`src/design/meter_regs_pkg.sv`:
```
// Register map, field layout, reset values and timing of the readback bank
package meter_regs_pkg;
	// Register addresses
	localparam logic [6:0] ADDR_PHASE_C_REACTIVE_ENERGY = 7'h06;
	localparam logic [6:0] ADDR_PHASE_A_APPARENT_ENERGY = 7'h07;
	localparam logic [6:0] ADDR_PHASE_B_APPARENT_ENERGY = 7'h08;
	localparam logic [6:0] ADDR_PHASE_C_APPARENT_ENERGY = 7'h09;
	localparam logic [6:0] ADDR_PHASE_A_CURRENT_RMS = 7'h0a;
	localparam logic [6:0] ADDR_PHASE_B_CURRENT_RMS = 7'h0b;
	localparam logic [6:0] ADDR_PHASE_C_CURRENT_RMS = 7'h0c;
	localparam logic [6:0] ADDR_PHASE_A_VOLTAGE_RMS = 7'h0d;
	localparam logic [6:0] ADDR_PHASE_B_VOLTAGE_RMS = 7'h0e;
	localparam logic [6:0] ADDR_PHASE_C_VOLTAGE_RMS = 7'h0f;
	localparam logic [6:0] ADDR_LINE_RATE_READING = 7'h10;
	localparam logic [6:0] ADDR_THERMAL_READING = 7'h11;
	localparam logic [6:0] ADDR_SAMPLED_WAVEFORM = 7'h12;
	localparam logic [6:0] ADDR_GENERAL_OPERATION_CONFIG = 7'h13;
	localparam logic [6:0] ADDR_MEASUREMENT_CHANNEL_SELECT = 7'h14;
	localparam logic [6:0] ADDR_WAVEFORM_CAPTURE_CONFIG = 7'h15;
	// Reset values
	localparam logic [7:0] RST_GENERAL_OPERATION_CONFIG = 8'h04;
	localparam logic [7:0] RST_MEASUREMENT_CHANNEL_SELECT = 8'hfc;
	localparam logic [7:0] RST_WAVEFORM_CAPTURE_CONFIG = 8'h00;
	localparam logic [23:0] RST_RESULT = 24'h000000;
	// Field positions
	localparam int CMD_WRITE_BIT = 7;
	localparam int CUR_SRC_BIT = 0;
	localparam int FORMULA_LSB = 0;
	localparam int LINE_PERIOD_BIT = 7;
	localparam int ZX_SEL_LSB = 0;
	localparam int WAVE_PHASE_LSB = 0;
	localparam int WAVE_KIND_LSB = 2;
	localparam int WAVE_RATE_LSB = 5;
	localparam int ENERGY_INCR_LSB = 16;
	// Timing
	localparam int CLK_PERIOD_NS = 10;
	localparam int GATE_TIME_MS = 1000;
	localparam int GATE_CYCLES = GATE_TIME_MS * 1000000 / CLK_PERIOD_NS;
	localparam int PERIOD_TICK_NS = 4000;
	localparam int PERIOD_DIV = PERIOD_TICK_NS / CLK_PERIOD_NS;
	// Serial port states
	typedef enum logic [1:0] {
		SP_CMD = 2'b00,
		SP_DATA = 2'b01,
		SP_HOLD = 2'b10
	} sp_state_e;
endpackage : meter_regs_pkg

```
`src/design/metering_readback_register_bank.sv`:
```
// Metering readback and mode register bank behind the serial port
// Contract
// - Each access starts with a command byte; bit 7 write, bits 6..0 address.
// - Three signed 16-bit read-only apparent energy accumulators, one per phase.
// - Formula setting low two bits choose how apparent energy is formed.
// - Signed 24-bit current RMS for phases A-C; a mode bit picks the source.
// - Signed 24-bit voltage RMS for phases A-C at consecutive addresses.
// - Twelve-bit line rate reports frequency, or period when bit 7 is set.
// - Measurement select low two bits choose the phase for line rate.
// - Thermal reading always holds the latest temperature conversion.
// - Waveform register samples a selected input or power; bits 0-4 select.
// - General operation config is 8-bit read/write, reset value 4.
// - Measurement channel select is 8-bit read/write, reset value 0xfc.
// - Waveform capture config is 8-bit read/write, reset value zero.
`timescale 1ns/1ps
`default_nettype none
module metering_readback_register_bank
	import meter_regs_pkg::*;
#(
	parameter int GATE_LEN = GATE_CYCLES,
	parameter int TICK_DIV = PERIOD_DIV
) (
	// Clock and reset
	input wire logic MCLK,
	input wire logic SRST,
	// Serial port pins
	input wire logic CS_N,
	input wire logic SCLK,
	input wire logic DIN,
	output logic DOUT,
	output logic DOUT_OE,
	// Settings held outside this bank
	input wire logic [7:0] ENERGY_FORMULA_CONFIG,
	input wire logic [7:0] LINE_CYCLE_ACCUMULATION_CONFIG,
	// Energy feed
	input wire logic ENERGY_STROBE,
	input wire logic [15:0] PHASE_C_REACTIVE_INCR,
	// RMS feed, phase A in the low 24 bits
	input wire logic RMS_STROBE,
	input wire logic [71:0] IRMS_PRIMARY,
	input wire logic [71:0] IRMS_ALTERNATE,
	input wire logic [71:0] VRMS,
	// Temperature feed
	input wire logic TEMP_DONE,
	input wire logic [7:0] TEMP_VALUE,
	// Zero crossings of the three voltages
	input wire logic [2:0] ZERO_CROSS,
	// Waveform feed, phase A in the low 24 bits
	input wire logic WAVE_STROBE,
	input wire logic [71:0] WAVE_CURRENT,
	input wire logic [71:0] WAVE_VOLTAGE,
	input wire logic [71:0] WAVE_POWER,
	// Mode register contents
	output logic [7:0] GENERAL_OPERATION_CONFIG,
	output logic [7:0] MEASUREMENT_CHANNEL_SELECT,
	output logic [7:0] WAVEFORM_CAPTURE_CONFIG
);
	logic cmd_valid;
	logic [6:0] addr;
	logic wr_valid;
	logic [23:0] wr_data;
	logic [23:0] rd_word;
	logic [1:0] xfer_bytes;
	logic [7:0] gen_cfg_r;
	logic [7:0] meas_sel_r;
	logic [7:0] wave_cfg_r;
	logic [15:0] reactive_c_r;
	logic [15:0] energy_r [3];
	logic [15:0] incr [3];
	logic [23:0] irms_r [3];
	logic [23:0] vrms_r [3];
	logic [23:0] irms_src [3];
	logic [11:0] line_rate;
	logic [7:0] temp_r;
	logic [23:0] wave_r;
	logic [23:0] wave_src;
	logic [2:0] wave_div_r;
	logic [2:0] wave_mask;
	logic wave_take;
	logic [1:0] formula;
	logic [1:0] wave_phase;
	logic [2:0] wave_kind;

	// Serial front end
	serial_port u_port (
		.clk(MCLK),
		.rst(SRST),
		.cs_n(CS_N),
		.sclk(SCLK),
		.din(DIN),
		.dout_r(DOUT),
		.dout_oe_r(DOUT_OE),
		.xfer_bytes(xfer_bytes),
		.rd_word(rd_word),
		.cmd_valid_r(cmd_valid),
		.addr_r(addr),
		.wr_valid_r(wr_valid),
		.wr_data_r(wr_data)
	);

	// Line rate engine
	line_rate_meter #(
		.GATE_LEN(GATE_LEN),
		.TICK_DIV(TICK_DIV)
	) u_rate (
		.clk(MCLK),
		.rst(SRST),
		.zx(ZERO_CROSS),
		.sel(meas_sel_r[ZX_SEL_LSB +: 2]),
		.period_mode(LINE_CYCLE_ACCUMULATION_CONFIG[LINE_PERIOD_BIT]),
		.reading_r(line_rate)
	);

	assign GENERAL_OPERATION_CONFIG = gen_cfg_r;
	assign MEASUREMENT_CHANNEL_SELECT = meas_sel_r;
	assign WAVEFORM_CAPTURE_CONFIG = wave_cfg_r;
	assign formula = ENERGY_FORMULA_CONFIG[FORMULA_LSB +: 2];

	// Mode registers; only these three accept writes
	always_ff @(posedge MCLK) begin
		if (SRST) begin
			gen_cfg_r <= RST_GENERAL_OPERATION_CONFIG;
			meas_sel_r <= RST_MEASUREMENT_CHANNEL_SELECT;
			wave_cfg_r <= RST_WAVEFORM_CAPTURE_CONFIG;
		end else if (wr_valid) begin
			case (addr)
				ADDR_GENERAL_OPERATION_CONFIG: gen_cfg_r <= wr_data[7:0];
				ADDR_MEASUREMENT_CHANNEL_SELECT: meas_sel_r <= wr_data[7:0];
				ADDR_WAVEFORM_CAPTURE_CONFIG: wave_cfg_r <= wr_data[7:0];
				default: ;
			endcase
		end
	end

	// Per-phase energy, current and voltage results
	for (genvar p = 0; p < 3; p++) begin : g_phase
		logic [11:0] v_mag;
		logic [11:0] i_mag;
		logic [23:0] prod;
		assign v_mag = (formula == 2'd1) ? VRMS[22:11] : (formula == 2'd2) ? 12'hfff
			: VRMS[24 * p + 11 +: 12];
		assign i_mag = IRMS_PRIMARY[24 * p + 11 +: 12];
		assign prod = v_mag * i_mag;
		assign incr[p] = {8'h00, prod[ENERGY_INCR_LSB +: 8]};
		assign irms_src[p] = gen_cfg_r[CUR_SRC_BIT] ? IRMS_ALTERNATE[24 * p +: 24]
			: IRMS_PRIMARY[24 * p +: 24];

		always_ff @(posedge MCLK) begin
			if (SRST) begin
				energy_r[p] <= RST_RESULT[15:0];
			end else if (ENERGY_STROBE) begin
				energy_r[p] <= energy_r[p] + incr[p];
			end
		end

		always_ff @(posedge MCLK) begin
			if (SRST) begin
				irms_r[p] <= RST_RESULT;
				vrms_r[p] <= RST_RESULT;
			end else if (RMS_STROBE) begin
				irms_r[p] <= irms_src[p];
				vrms_r[p] <= VRMS[24 * p +: 24];
			end
		end
	end

	// Reactive energy of phase C
	always_ff @(posedge MCLK) begin
		if (SRST) begin
			reactive_c_r <= RST_RESULT[15:0];
		end else if (ENERGY_STROBE) begin
			reactive_c_r <= reactive_c_r + PHASE_C_REACTIVE_INCR;
		end
	end

	always_ff @(posedge MCLK) begin
		if (SRST) begin
			temp_r <= RST_RESULT[7:0];
		end else if (TEMP_DONE) begin
			temp_r <= TEMP_VALUE;
		end
	end

	// Waveform source and decimation
	assign wave_phase = wave_cfg_r[WAVE_PHASE_LSB +: 2];
	assign wave_kind = wave_cfg_r[WAVE_KIND_LSB +: 3];
	assign wave_mask = 3'((4'h1 << wave_cfg_r[WAVE_RATE_LSB +: 2]) - 4'h1);
	assign wave_take = WAVE_STROBE && ((wave_div_r & wave_mask) == 3'd0);

	always_comb begin
		logic [71:0] bank;
		bank = (wave_kind == 3'd0) ? WAVE_CURRENT : (wave_kind == 3'd1) ? WAVE_VOLTAGE : WAVE_POWER;
		case (wave_phase)
			2'd1: wave_src = bank[47:24];
			2'd2: wave_src = bank[71:48];
			default: wave_src = bank[23:0];
		endcase
	end

	always_ff @(posedge MCLK) begin
		if (SRST) begin
			wave_div_r <= 3'd0;
			wave_r <= RST_RESULT;
		end else if (WAVE_STROBE) begin
			wave_div_r <= wave_div_r + 3'd1;
			if (wave_take) begin
				wave_r <= wave_src;
			end
		end
	end

	// Readback multiplexer and transfer length
	always_comb begin
		rd_word = 24'h000000;
		xfer_bytes = 2'd1;
		case (addr)
			ADDR_PHASE_C_REACTIVE_ENERGY: begin
				rd_word = {8'h00, reactive_c_r};
				xfer_bytes = 2'd2;
			end
			ADDR_PHASE_A_APPARENT_ENERGY, ADDR_PHASE_B_APPARENT_ENERGY,
			ADDR_PHASE_C_APPARENT_ENERGY: begin
				rd_word = {8'h00, energy_r[2'(addr - ADDR_PHASE_A_APPARENT_ENERGY)]};
				xfer_bytes = 2'd2;
			end
			ADDR_PHASE_A_CURRENT_RMS, ADDR_PHASE_B_CURRENT_RMS, ADDR_PHASE_C_CURRENT_RMS: begin
				rd_word = irms_r[2'(addr - ADDR_PHASE_A_CURRENT_RMS)];
				xfer_bytes = 2'd3;
			end
			ADDR_PHASE_A_VOLTAGE_RMS, ADDR_PHASE_B_VOLTAGE_RMS, ADDR_PHASE_C_VOLTAGE_RMS: begin
				rd_word = vrms_r[2'(addr - ADDR_PHASE_A_VOLTAGE_RMS)];
				xfer_bytes = 2'd3;
			end
			ADDR_LINE_RATE_READING: begin
				rd_word = {12'h000, line_rate};
				xfer_bytes = 2'd2;
			end
			ADDR_THERMAL_READING: rd_word = {16'h0000, temp_r};
			ADDR_SAMPLED_WAVEFORM: begin
				rd_word = wave_r;
				xfer_bytes = 2'd3;
			end
			ADDR_GENERAL_OPERATION_CONFIG: rd_word = {16'h0000, gen_cfg_r};
			ADDR_MEASUREMENT_CHANNEL_SELECT: rd_word = {16'h0000, meas_sel_r};
			ADDR_WAVEFORM_CAPTURE_CONFIG: rd_word = {16'h0000, wave_cfg_r};
			default: ;
		endcase
	end

	property p_reset_values;
		@(posedge MCLK) (!SRST && $past(SRST)) |-> gen_cfg_r == RST_GENERAL_OPERATION_CONFIG
			&& meas_sel_r == RST_MEASUREMENT_CHANNEL_SELECT
			&& wave_cfg_r == RST_WAVEFORM_CAPTURE_CONFIG;
	endproperty
	a_reset_values: assert property (p_reset_values) else $error("bad mode reset");

	property p_gen_write;
		@(posedge MCLK) disable iff (SRST)
		(wr_valid && addr == ADDR_GENERAL_OPERATION_CONFIG) |=> gen_cfg_r == $past(wr_data[7:0]);
	endproperty
	a_gen_write: assert property (p_gen_write) else $error("general config write lost");

	property p_meas_write;
		@(posedge MCLK) disable iff (SRST)
		(wr_valid && addr == ADDR_MEASUREMENT_CHANNEL_SELECT) |=> meas_sel_r == $past(wr_data[7:0])
			&& $stable(gen_cfg_r) && $stable(wave_cfg_r);
	endproperty
	a_meas_write: assert property (p_meas_write) else $error("measurement select write wrong");

	property p_wave_write;
		@(posedge MCLK) disable iff (SRST)
		(wr_valid && addr == ADDR_WAVEFORM_CAPTURE_CONFIG) |=> wave_cfg_r == $past(wr_data[7:0]);
	endproperty
	a_wave_write: assert property (p_wave_write) else $error("waveform config write lost");

	property p_ro_ignored;
		@(posedge MCLK) disable iff (SRST)
		(wr_valid && addr >= ADDR_PHASE_A_CURRENT_RMS && addr <= ADDR_PHASE_C_VOLTAGE_RMS
			&& !RMS_STROBE) |=> $stable(irms_r[0]) && $stable(vrms_r[2]) && $stable(gen_cfg_r);
	endproperty
	a_ro_ignored: assert property (p_ro_ignored) else $error("read-only result changed");

	property p_energy_step;
		@(posedge MCLK) disable iff (SRST)
		ENERGY_STROBE |=> energy_r[1] == 16'($past(energy_r[1]) + $past(incr[1]));
	endproperty
	a_energy_step: assert property (p_energy_step) else $error("energy step wrong");

	property p_formula_full;
		@(posedge MCLK) disable iff (SRST)
		(formula == 2'd2) |-> incr[0] == {8'h00, 8'(({12'h000, 12'hfff} * IRMS_PRIMARY[22:11]) >> 16)};
	endproperty
	a_formula_full: assert property (p_formula_full) else $error("formula operands wrong");

	property p_irms_source;
		@(posedge MCLK) disable iff (SRST)
		(RMS_STROBE && gen_cfg_r[CUR_SRC_BIT]) |=> irms_r[1] == $past(IRMS_ALTERNATE[47:24]);
	endproperty
	a_irms_source: assert property (p_irms_source) else $error("current source wrong");

	property p_vrms_capture;
		@(posedge MCLK) disable iff (SRST)
		RMS_STROBE |=> vrms_r[2] == $past(VRMS[71:48]) ##1 ($past(RMS_STROBE) || $stable(vrms_r[2]));
	endproperty
	a_vrms_capture: assert property (p_vrms_capture) else $error("voltage rms wrong");

	property p_temp_latest;
		@(posedge MCLK) disable iff (SRST)
		TEMP_DONE |=> temp_r == $past(TEMP_VALUE);
	endproperty
	a_temp_latest: assert property (p_temp_latest) else $error("temperature not latest");

	property p_wave_sample;
		@(posedge MCLK) disable iff (SRST)
		wave_take |=> wave_r == $past(wave_src);
	endproperty
	a_wave_sample: assert property (p_wave_sample) else $error("waveform sample wrong");

	c_read_rms: cover property (@(posedge MCLK) disable iff (SRST)
		cmd_valid && addr == ADDR_PHASE_B_VOLTAGE_RMS);
	c_ro_write: cover property (@(posedge MCLK) disable iff (SRST)
		wr_valid && addr == ADDR_THERMAL_READING);
	c_wave_decim: cover property (@(posedge MCLK) disable iff (SRST)
		WAVE_STROBE && !wave_take);
endmodule : metering_readback_register_bank
`default_nettype wire

```
`src/design/serial_port.sv`:
```
// Serial register port: command byte then register data
`timescale 1ns/1ps
`default_nettype none
module serial_port
	import meter_regs_pkg::*;
(
	// Clock and reset
	input wire logic clk,
	input wire logic rst,
	// Pins
	input wire logic cs_n,
	input wire logic sclk,
	input wire logic din,
	output logic dout_r,
	output logic dout_oe_r,
	// Register side
	input wire logic [1:0] xfer_bytes,
	input wire logic [23:0] rd_word,
	output logic cmd_valid_r,
	output logic [6:0] addr_r,
	output logic wr_valid_r,
	output logic [23:0] wr_data_r
);
	sp_state_e state_r;
	logic sclk_q_r;
	logic is_write_r;
	logic [4:0] bit_cnt_r;
	logic [23:0] rx_r;
	logic [23:0] tx_r;
	logic fall;
	logic rise;
	logic [4:0] last_bit;

	// Edge detection on the serial clock
	assign fall = sclk_q_r & ~sclk & ~cs_n;
	assign rise = ~sclk_q_r & sclk & ~cs_n;
	assign last_bit = {xfer_bytes, 3'b000} - 5'd1;

	always_ff @(posedge clk) begin
		sclk_q_r <= rst ? 1'b1 : sclk;
	end

	// Frame sequencer, input bits taken on falling edges
	always_ff @(posedge clk) begin
		if (rst || cs_n) begin
			state_r <= SP_CMD;
			bit_cnt_r <= 5'd0;
			is_write_r <= 1'b0;
			rx_r <= 24'h000000;
			addr_r <= 7'h00;
		end else if (fall) begin
			rx_r <= {rx_r[22:0], din};
			bit_cnt_r <= bit_cnt_r + 5'd1;
			case (state_r)
				SP_CMD: begin
					if (bit_cnt_r == 5'd7) begin
						state_r <= SP_DATA;
						bit_cnt_r <= 5'd0;
						addr_r <= {rx_r[5:0], din};
						is_write_r <= rx_r[CMD_WRITE_BIT - 1];
					end
				end
				SP_DATA: begin
					if (bit_cnt_r == last_bit) begin
						state_r <= SP_HOLD;
					end
				end
				default: begin
					state_r <= SP_HOLD;
				end
			endcase
		end
	end

	// One-cycle strobes for command and write data
	always_ff @(posedge clk) begin
		cmd_valid_r <= !rst && state_r == SP_CMD && fall && bit_cnt_r == 5'd7;
		wr_valid_r <= !rst && state_r == SP_DATA && fall && bit_cnt_r == last_bit && is_write_r;
		wr_data_r <= rst ? 24'h000000 : {rx_r[22:0], din};
	end

	// Whole register snapshot, shifted out on rising edges
	always_ff @(posedge clk) begin
		if (rst || cs_n) begin
			tx_r <= 24'h000000;
			dout_r <= 1'b0;
		end else if (cmd_valid_r) begin
			tx_r <= rd_word << {2'd3 - xfer_bytes, 3'b000};
		end else if (rise && state_r != SP_CMD && !is_write_r) begin
			dout_r <= tx_r[23];
			tx_r <= {tx_r[22:0], 1'b0};
		end
	end

	// Drive the data pin only during a read data phase
	always_ff @(posedge clk) begin
		dout_oe_r <= !rst && !cs_n && state_r != SP_CMD && !is_write_r;
	end

	property p_cmd_direction;
		@(posedge clk) disable iff (rst)
		(state_r == SP_CMD && fall && bit_cnt_r == 5'd7 && !cs_n) |=> (is_write_r == $past(rx_r[6]))
			&& cmd_valid_r && (addr_r == $past({rx_r[5:0], din}));
	endproperty
	a_cmd_direction: assert property (p_cmd_direction) else $error("command byte misdecoded");

	c_write_done: cover property (@(posedge clk) disable iff (rst) wr_valid_r);
endmodule : serial_port
`default_nettype wire

```
`src/design/line_rate_meter.sv`:
```
// Line frequency or period from zero crossings of one selected phase
`timescale 1ns/1ps
`default_nettype none
module line_rate_meter
	import meter_regs_pkg::*;
#(
	parameter int GATE_LEN = GATE_CYCLES,
	parameter int TICK_DIV = PERIOD_DIV
) (
	// Clock and reset
	input wire logic clk,
	input wire logic rst,
	// Crossings and settings
	input wire logic [2:0] zx,
	input wire logic [1:0] sel,
	input wire logic period_mode,
	// Result
	output logic [11:0] reading_r
);
	logic zx_sel;
	logic zx_q_r;
	logic edge_zx;
	logic [31:0] gate_cnt_r;
	logic [31:0] tick_cnt_r;
	logic [11:0] per_cnt_r;
	logic [11:0] zx_cnt_r;
	logic gate_end;
	logic tick;

	assign zx_sel = (sel == 2'd1) ? zx[1] : (sel == 2'd2) ? zx[2] : zx[0];
	assign edge_zx = zx_sel & ~zx_q_r;
	assign gate_end = gate_cnt_r == 32'(GATE_LEN - 1);
	assign tick = tick_cnt_r == 32'(TICK_DIV - 1);

	// Timebases
	always_ff @(posedge clk) begin
		zx_q_r <= rst ? 1'b0 : zx_sel;
		gate_cnt_r <= (rst || gate_end) ? 32'd0 : gate_cnt_r + 32'd1;
		tick_cnt_r <= (rst || tick) ? 32'd0 : tick_cnt_r + 32'd1;
	end

	// Saturating period and crossing counters
	always_ff @(posedge clk) begin
		if (rst || edge_zx) begin
			per_cnt_r <= 12'h000;
		end else if (tick && per_cnt_r != 12'hfff) begin
			per_cnt_r <= per_cnt_r + 12'h001;
		end
		if (rst || gate_end) begin
			zx_cnt_r <= {11'h000, edge_zx && !rst};
		end else if (edge_zx && zx_cnt_r != 12'hfff) begin
			zx_cnt_r <= zx_cnt_r + 12'h001;
		end
	end

	always_ff @(posedge clk) begin
		if (rst) begin
			reading_r <= 12'h000;
		end else if (period_mode && edge_zx) begin
			reading_r <= per_cnt_r;
		end else if (!period_mode && gate_end) begin
			reading_r <= zx_cnt_r;
		end
	end

	property p_period_capture;
		@(posedge clk) disable iff (rst)
		(period_mode && edge_zx) |=> reading_r == $past(per_cnt_r);
	endproperty
	a_period_capture: assert property (p_period_capture) else $error("period not captured");

	property p_line_rate_reading_capture;
		@(posedge clk) disable iff (rst)
		(!period_mode && gate_end) |=> reading_r == $past(zx_cnt_r);
	endproperty
	a_line_rate_reading_capture: assert property (p_line_rate_reading_capture) else $error("frequency not captured");

	property p_phase_select;
		@(posedge clk) disable iff (rst)
		(sel == 2'd1 && $stable(sel) && zx[1] && !$past(zx[1])) |-> edge_zx;
	endproperty
	a_phase_select: assert property (p_phase_select) else $error("wrong phase drives rate");

	c_period: cover property (@(posedge clk) disable iff (rst) period_mode && edge_zx);
endmodule : line_rate_meter
`default_nettype wire

```
`config.mk`:
```
export PLATFORM = sky130hd
export DESIGN_NAME = metering_readback_register_bank
export DESIGN_NICKNAME = d
export VERILOG_FILES = /design/src/design/meter_regs_pkg.sv /design/src/design/metering_readback_register_bank.sv /design/src/design/serial_port.sv /design/src/design/line_rate_meter.sv
export SDC_FILE = /design/constraint.sdc
export NUM_CORES = 2
export LEC_CHECK = 0
export BUFFER_PORTS_ARGS = -buffer_cell sky130_fd_sc_hd__clkbuf_2
export CORE_UTILIZATION = 54
export CTS_CLUSTER_SIZE = 20
export DETAILED_ROUTE_END_ITERATION = 16
export PLACE_DENSITY_LB_ADDON = 0.3
export SYNTH_ARGS = -nofsm -noshare
export SYNTH_HDL_FRONTEND = slang
export SYNTH_HIERARCHICAL = 1
export SYNTH_SLANG_ARGS = --single-unit
```
`constraint.sdc`:
```
create_clock -name MCLK -period 8.1 [get_ports MCLK]
set_clock_uncertainty 0.05 [all_clocks]
set_input_delay 0.405 -clock MCLK [delete_from_list [all_inputs] [get_ports MCLK]]
set_output_delay 0.405 -clock MCLK [all_outputs]
set_load 0.1 [all_outputs]
```
==> out/results.ini <==
[clock_network]
cts_buffer_depth = 3
tritoncts = done
clk_pin_slew_worst_paths_ps = 60
htreeDepth = 2
cts_inserted_buffers = 46
cts-root-buf = clkbuf_16
cts_sinks = 427
insertion_delay_ps = 610

[placement]
dpl_worst_slack_ps = -87.60
place_congestion = 0.9354
place_area_um2 = 40560
portBuffers = 496
dp.cells = 5401
post-dp-hpwl_mm = 88.83

[floorplan]
start_util = 0.5481
io-pin-count = 510
die_area_um2 = 69590
die_h_um = 263.8
fp.coreArea_um2 = 67510
die_w_um = 263.8
rows = 95

[pwr]
total_power_mw = 12.98
p_per_area_nw_per_um2 = 307.0
vdd.ir_drop.worst_mv = 0.2932
p_leak_nw = 18.90
cellInternalPower_mw = 7.512
pwr-share-comb = 0.626
p_clk_frac = 0.176
seqPwrFrac = 0.199
p_sw_mw = 5.467
swShare = 0.4212

[yosys]
syn_nets = 5184
synth_area_um2 = 37010
yosysWarnings = 6
syn_inst = 4171
syn_area_per_cell_um2 = 8.873

[global_route]
globalRouteOverflowTotal = 0
antenna_found_initial = 7
grt_max_degree = 98
first_global_vias = 30470
track_usage = 0.3219
grt_pass1_wl_mm = 174.0

[sta]
setup_ws_ps = 518.6
slew_violations = 0
finalHoldViolations = 0
timing.hold.ws_ps = 28.48
worstMarginPinSlew_ps = 1153
clock.fmax_ghz = 0.1319
relSlewSlack = 0.2252
fin_setup_tns_ps = 0
setup_viol = 0
fin_crit_sh = 0.9360
period_needed_ps = 7581

[drt]
first_iter_violations = 3029
dr.pass1.iters = 8
wl_per_cell_um = 20.69
vias_per_cell = 5.723
num_vias = 31450
wirelength_mm = 113.7
route.detailed.drc = 0
ant_nets = 0

[critical_path]
crit_arrival_ps = 7950
worst-path-buf-inv = 8
criticalPathCategory = in2reg
max_stage_delay_ps = 540
cpMostUsedCell = fa_1
critPathLaunchType = input port
critPathCaptureType = register
critPathMaxFanout = 21
critPathTopFamily = adder cells
worstRegToRegCells = 12
cp.depth = 37
rrSetupSlack_ps = 3440
required_ps = 8470
slowest_stage = fa_1

[final_layout]
area_delta_synth_final_pct = 14.23
final_nets = 5597
final_cells = 5496
fillers = 5850
final_util = 0.6261
drive_above_1_share = 0.1621
design_area_um2 = 42270

[min_path]
min_path_cells = 2
hp-class = in2reg

[flow_run]
max_cap_viol_count = 0

[status]
status = completed

-- per-layer routing --
layer	track usage	part of all wire	wire length (um)	vias to the layer above
li1	-	-	-	14830
met1	0.4473	0.43	48810	15230
met2	0.5252	0.47	53370	1245
met3	0.04493	0.074	8471	146
met4	0.08957	0.027	3033	4
met5	0	0.00023	26	-
-- worst paths after layout --
path,start,end
worst min register to register,u_port/tx_r[21],u_port/tx_r[22]
worst min-delay path,VRMS[29],vrms_r[1][5]
worst max register to register,u_port/addr_r[1],u_port/tx_r[23]
worst max-delay path,ENERGY_FORMULA_CONFIG[1],energy_r[1][14]
-- worst reg2reg max path: cells and delay by family (launching register included) --
kind | cells | cell delay (ps)
adder cells (fa/ha/maj) | 1 | 380
buffers and inverters | 2 | 760
multiplexers | 1 | 630
AO/OA/AOI/OAI | 3 | 690
flip-flops | 1 | 290
AND/OR/NAND/NOR | 5 | 1700
-- final cells by class --
type | instances | area (um^2) | share of cell area
Tap cell | 873 | 1092 | 0.02584
Inverter | 440 | 1652 | 0.03907
Antenna cell | 3 | 7.507 | 0.0001776
Clock buffer | 57 | 1285 | 0.03040
Clock inverter | 27 | 341.6 | 0.008080
Sequential cell | 427 | 10490 | 0.2481
Multi-Input combinational cell | 3049 | 23870 | 0.5647
Timing Repair Buffer | 620 | 3536 | 0.08364
-- registers in the layout (all words and copies together), names as in the netlist, 12 cells and up --
name	cells
irms_r	72
vrms_r	72
energy_r	48
u_rate/gate_cnt_r	32
u_rate/tick_cnt_r	32
u_port/tx_r	24
wave_r	24
reactive_c_r	16
u_rate/per_cnt_r	12
u_rate/reading_r	12
u_rate/zx_cnt_r	12
-- timing repair --
action                                  CTS  global route
gates resized for setup                   0             2
endpoints found under the setup margin    0             8
hold buffers                              8             0
hold endpoints to repair                  8             0
setup buffers                             0             0
-- layout by cell type (no fill, tap or decap), drive strengths merged, types with 13 or more instances in the layout --
cell type,n
nand3,78
or3,37
xnor2,87
xor2,43
and3,21
nand4,42
edfxtp,193
ha,228
o21ai,169
nor3,55
a211oi,45
nor2b,32
nand2,499
buf,117
nor2,343
a21oi,255
mux2i,277
and2,236
inv,445
or2,26
nor4,43
clkbuf,552
a221oi,37
fa,301
and4,13
a21o,29
dfxtp,234
clkinv,13
-- power groups by stage --
stage	clock network, mW	logic, mW	registers [mW]
after detailed placement	0	8.03	2.62
final	2.28	8.12	2.58
after global placement	0	7.77	2.62
after floorplan	0	5.77	2.58
after global routing	2.40	9.27	2.59
after CTS	2.30	8.12	2.58
No activity file was read; power rests on OpenSTA's default activity.
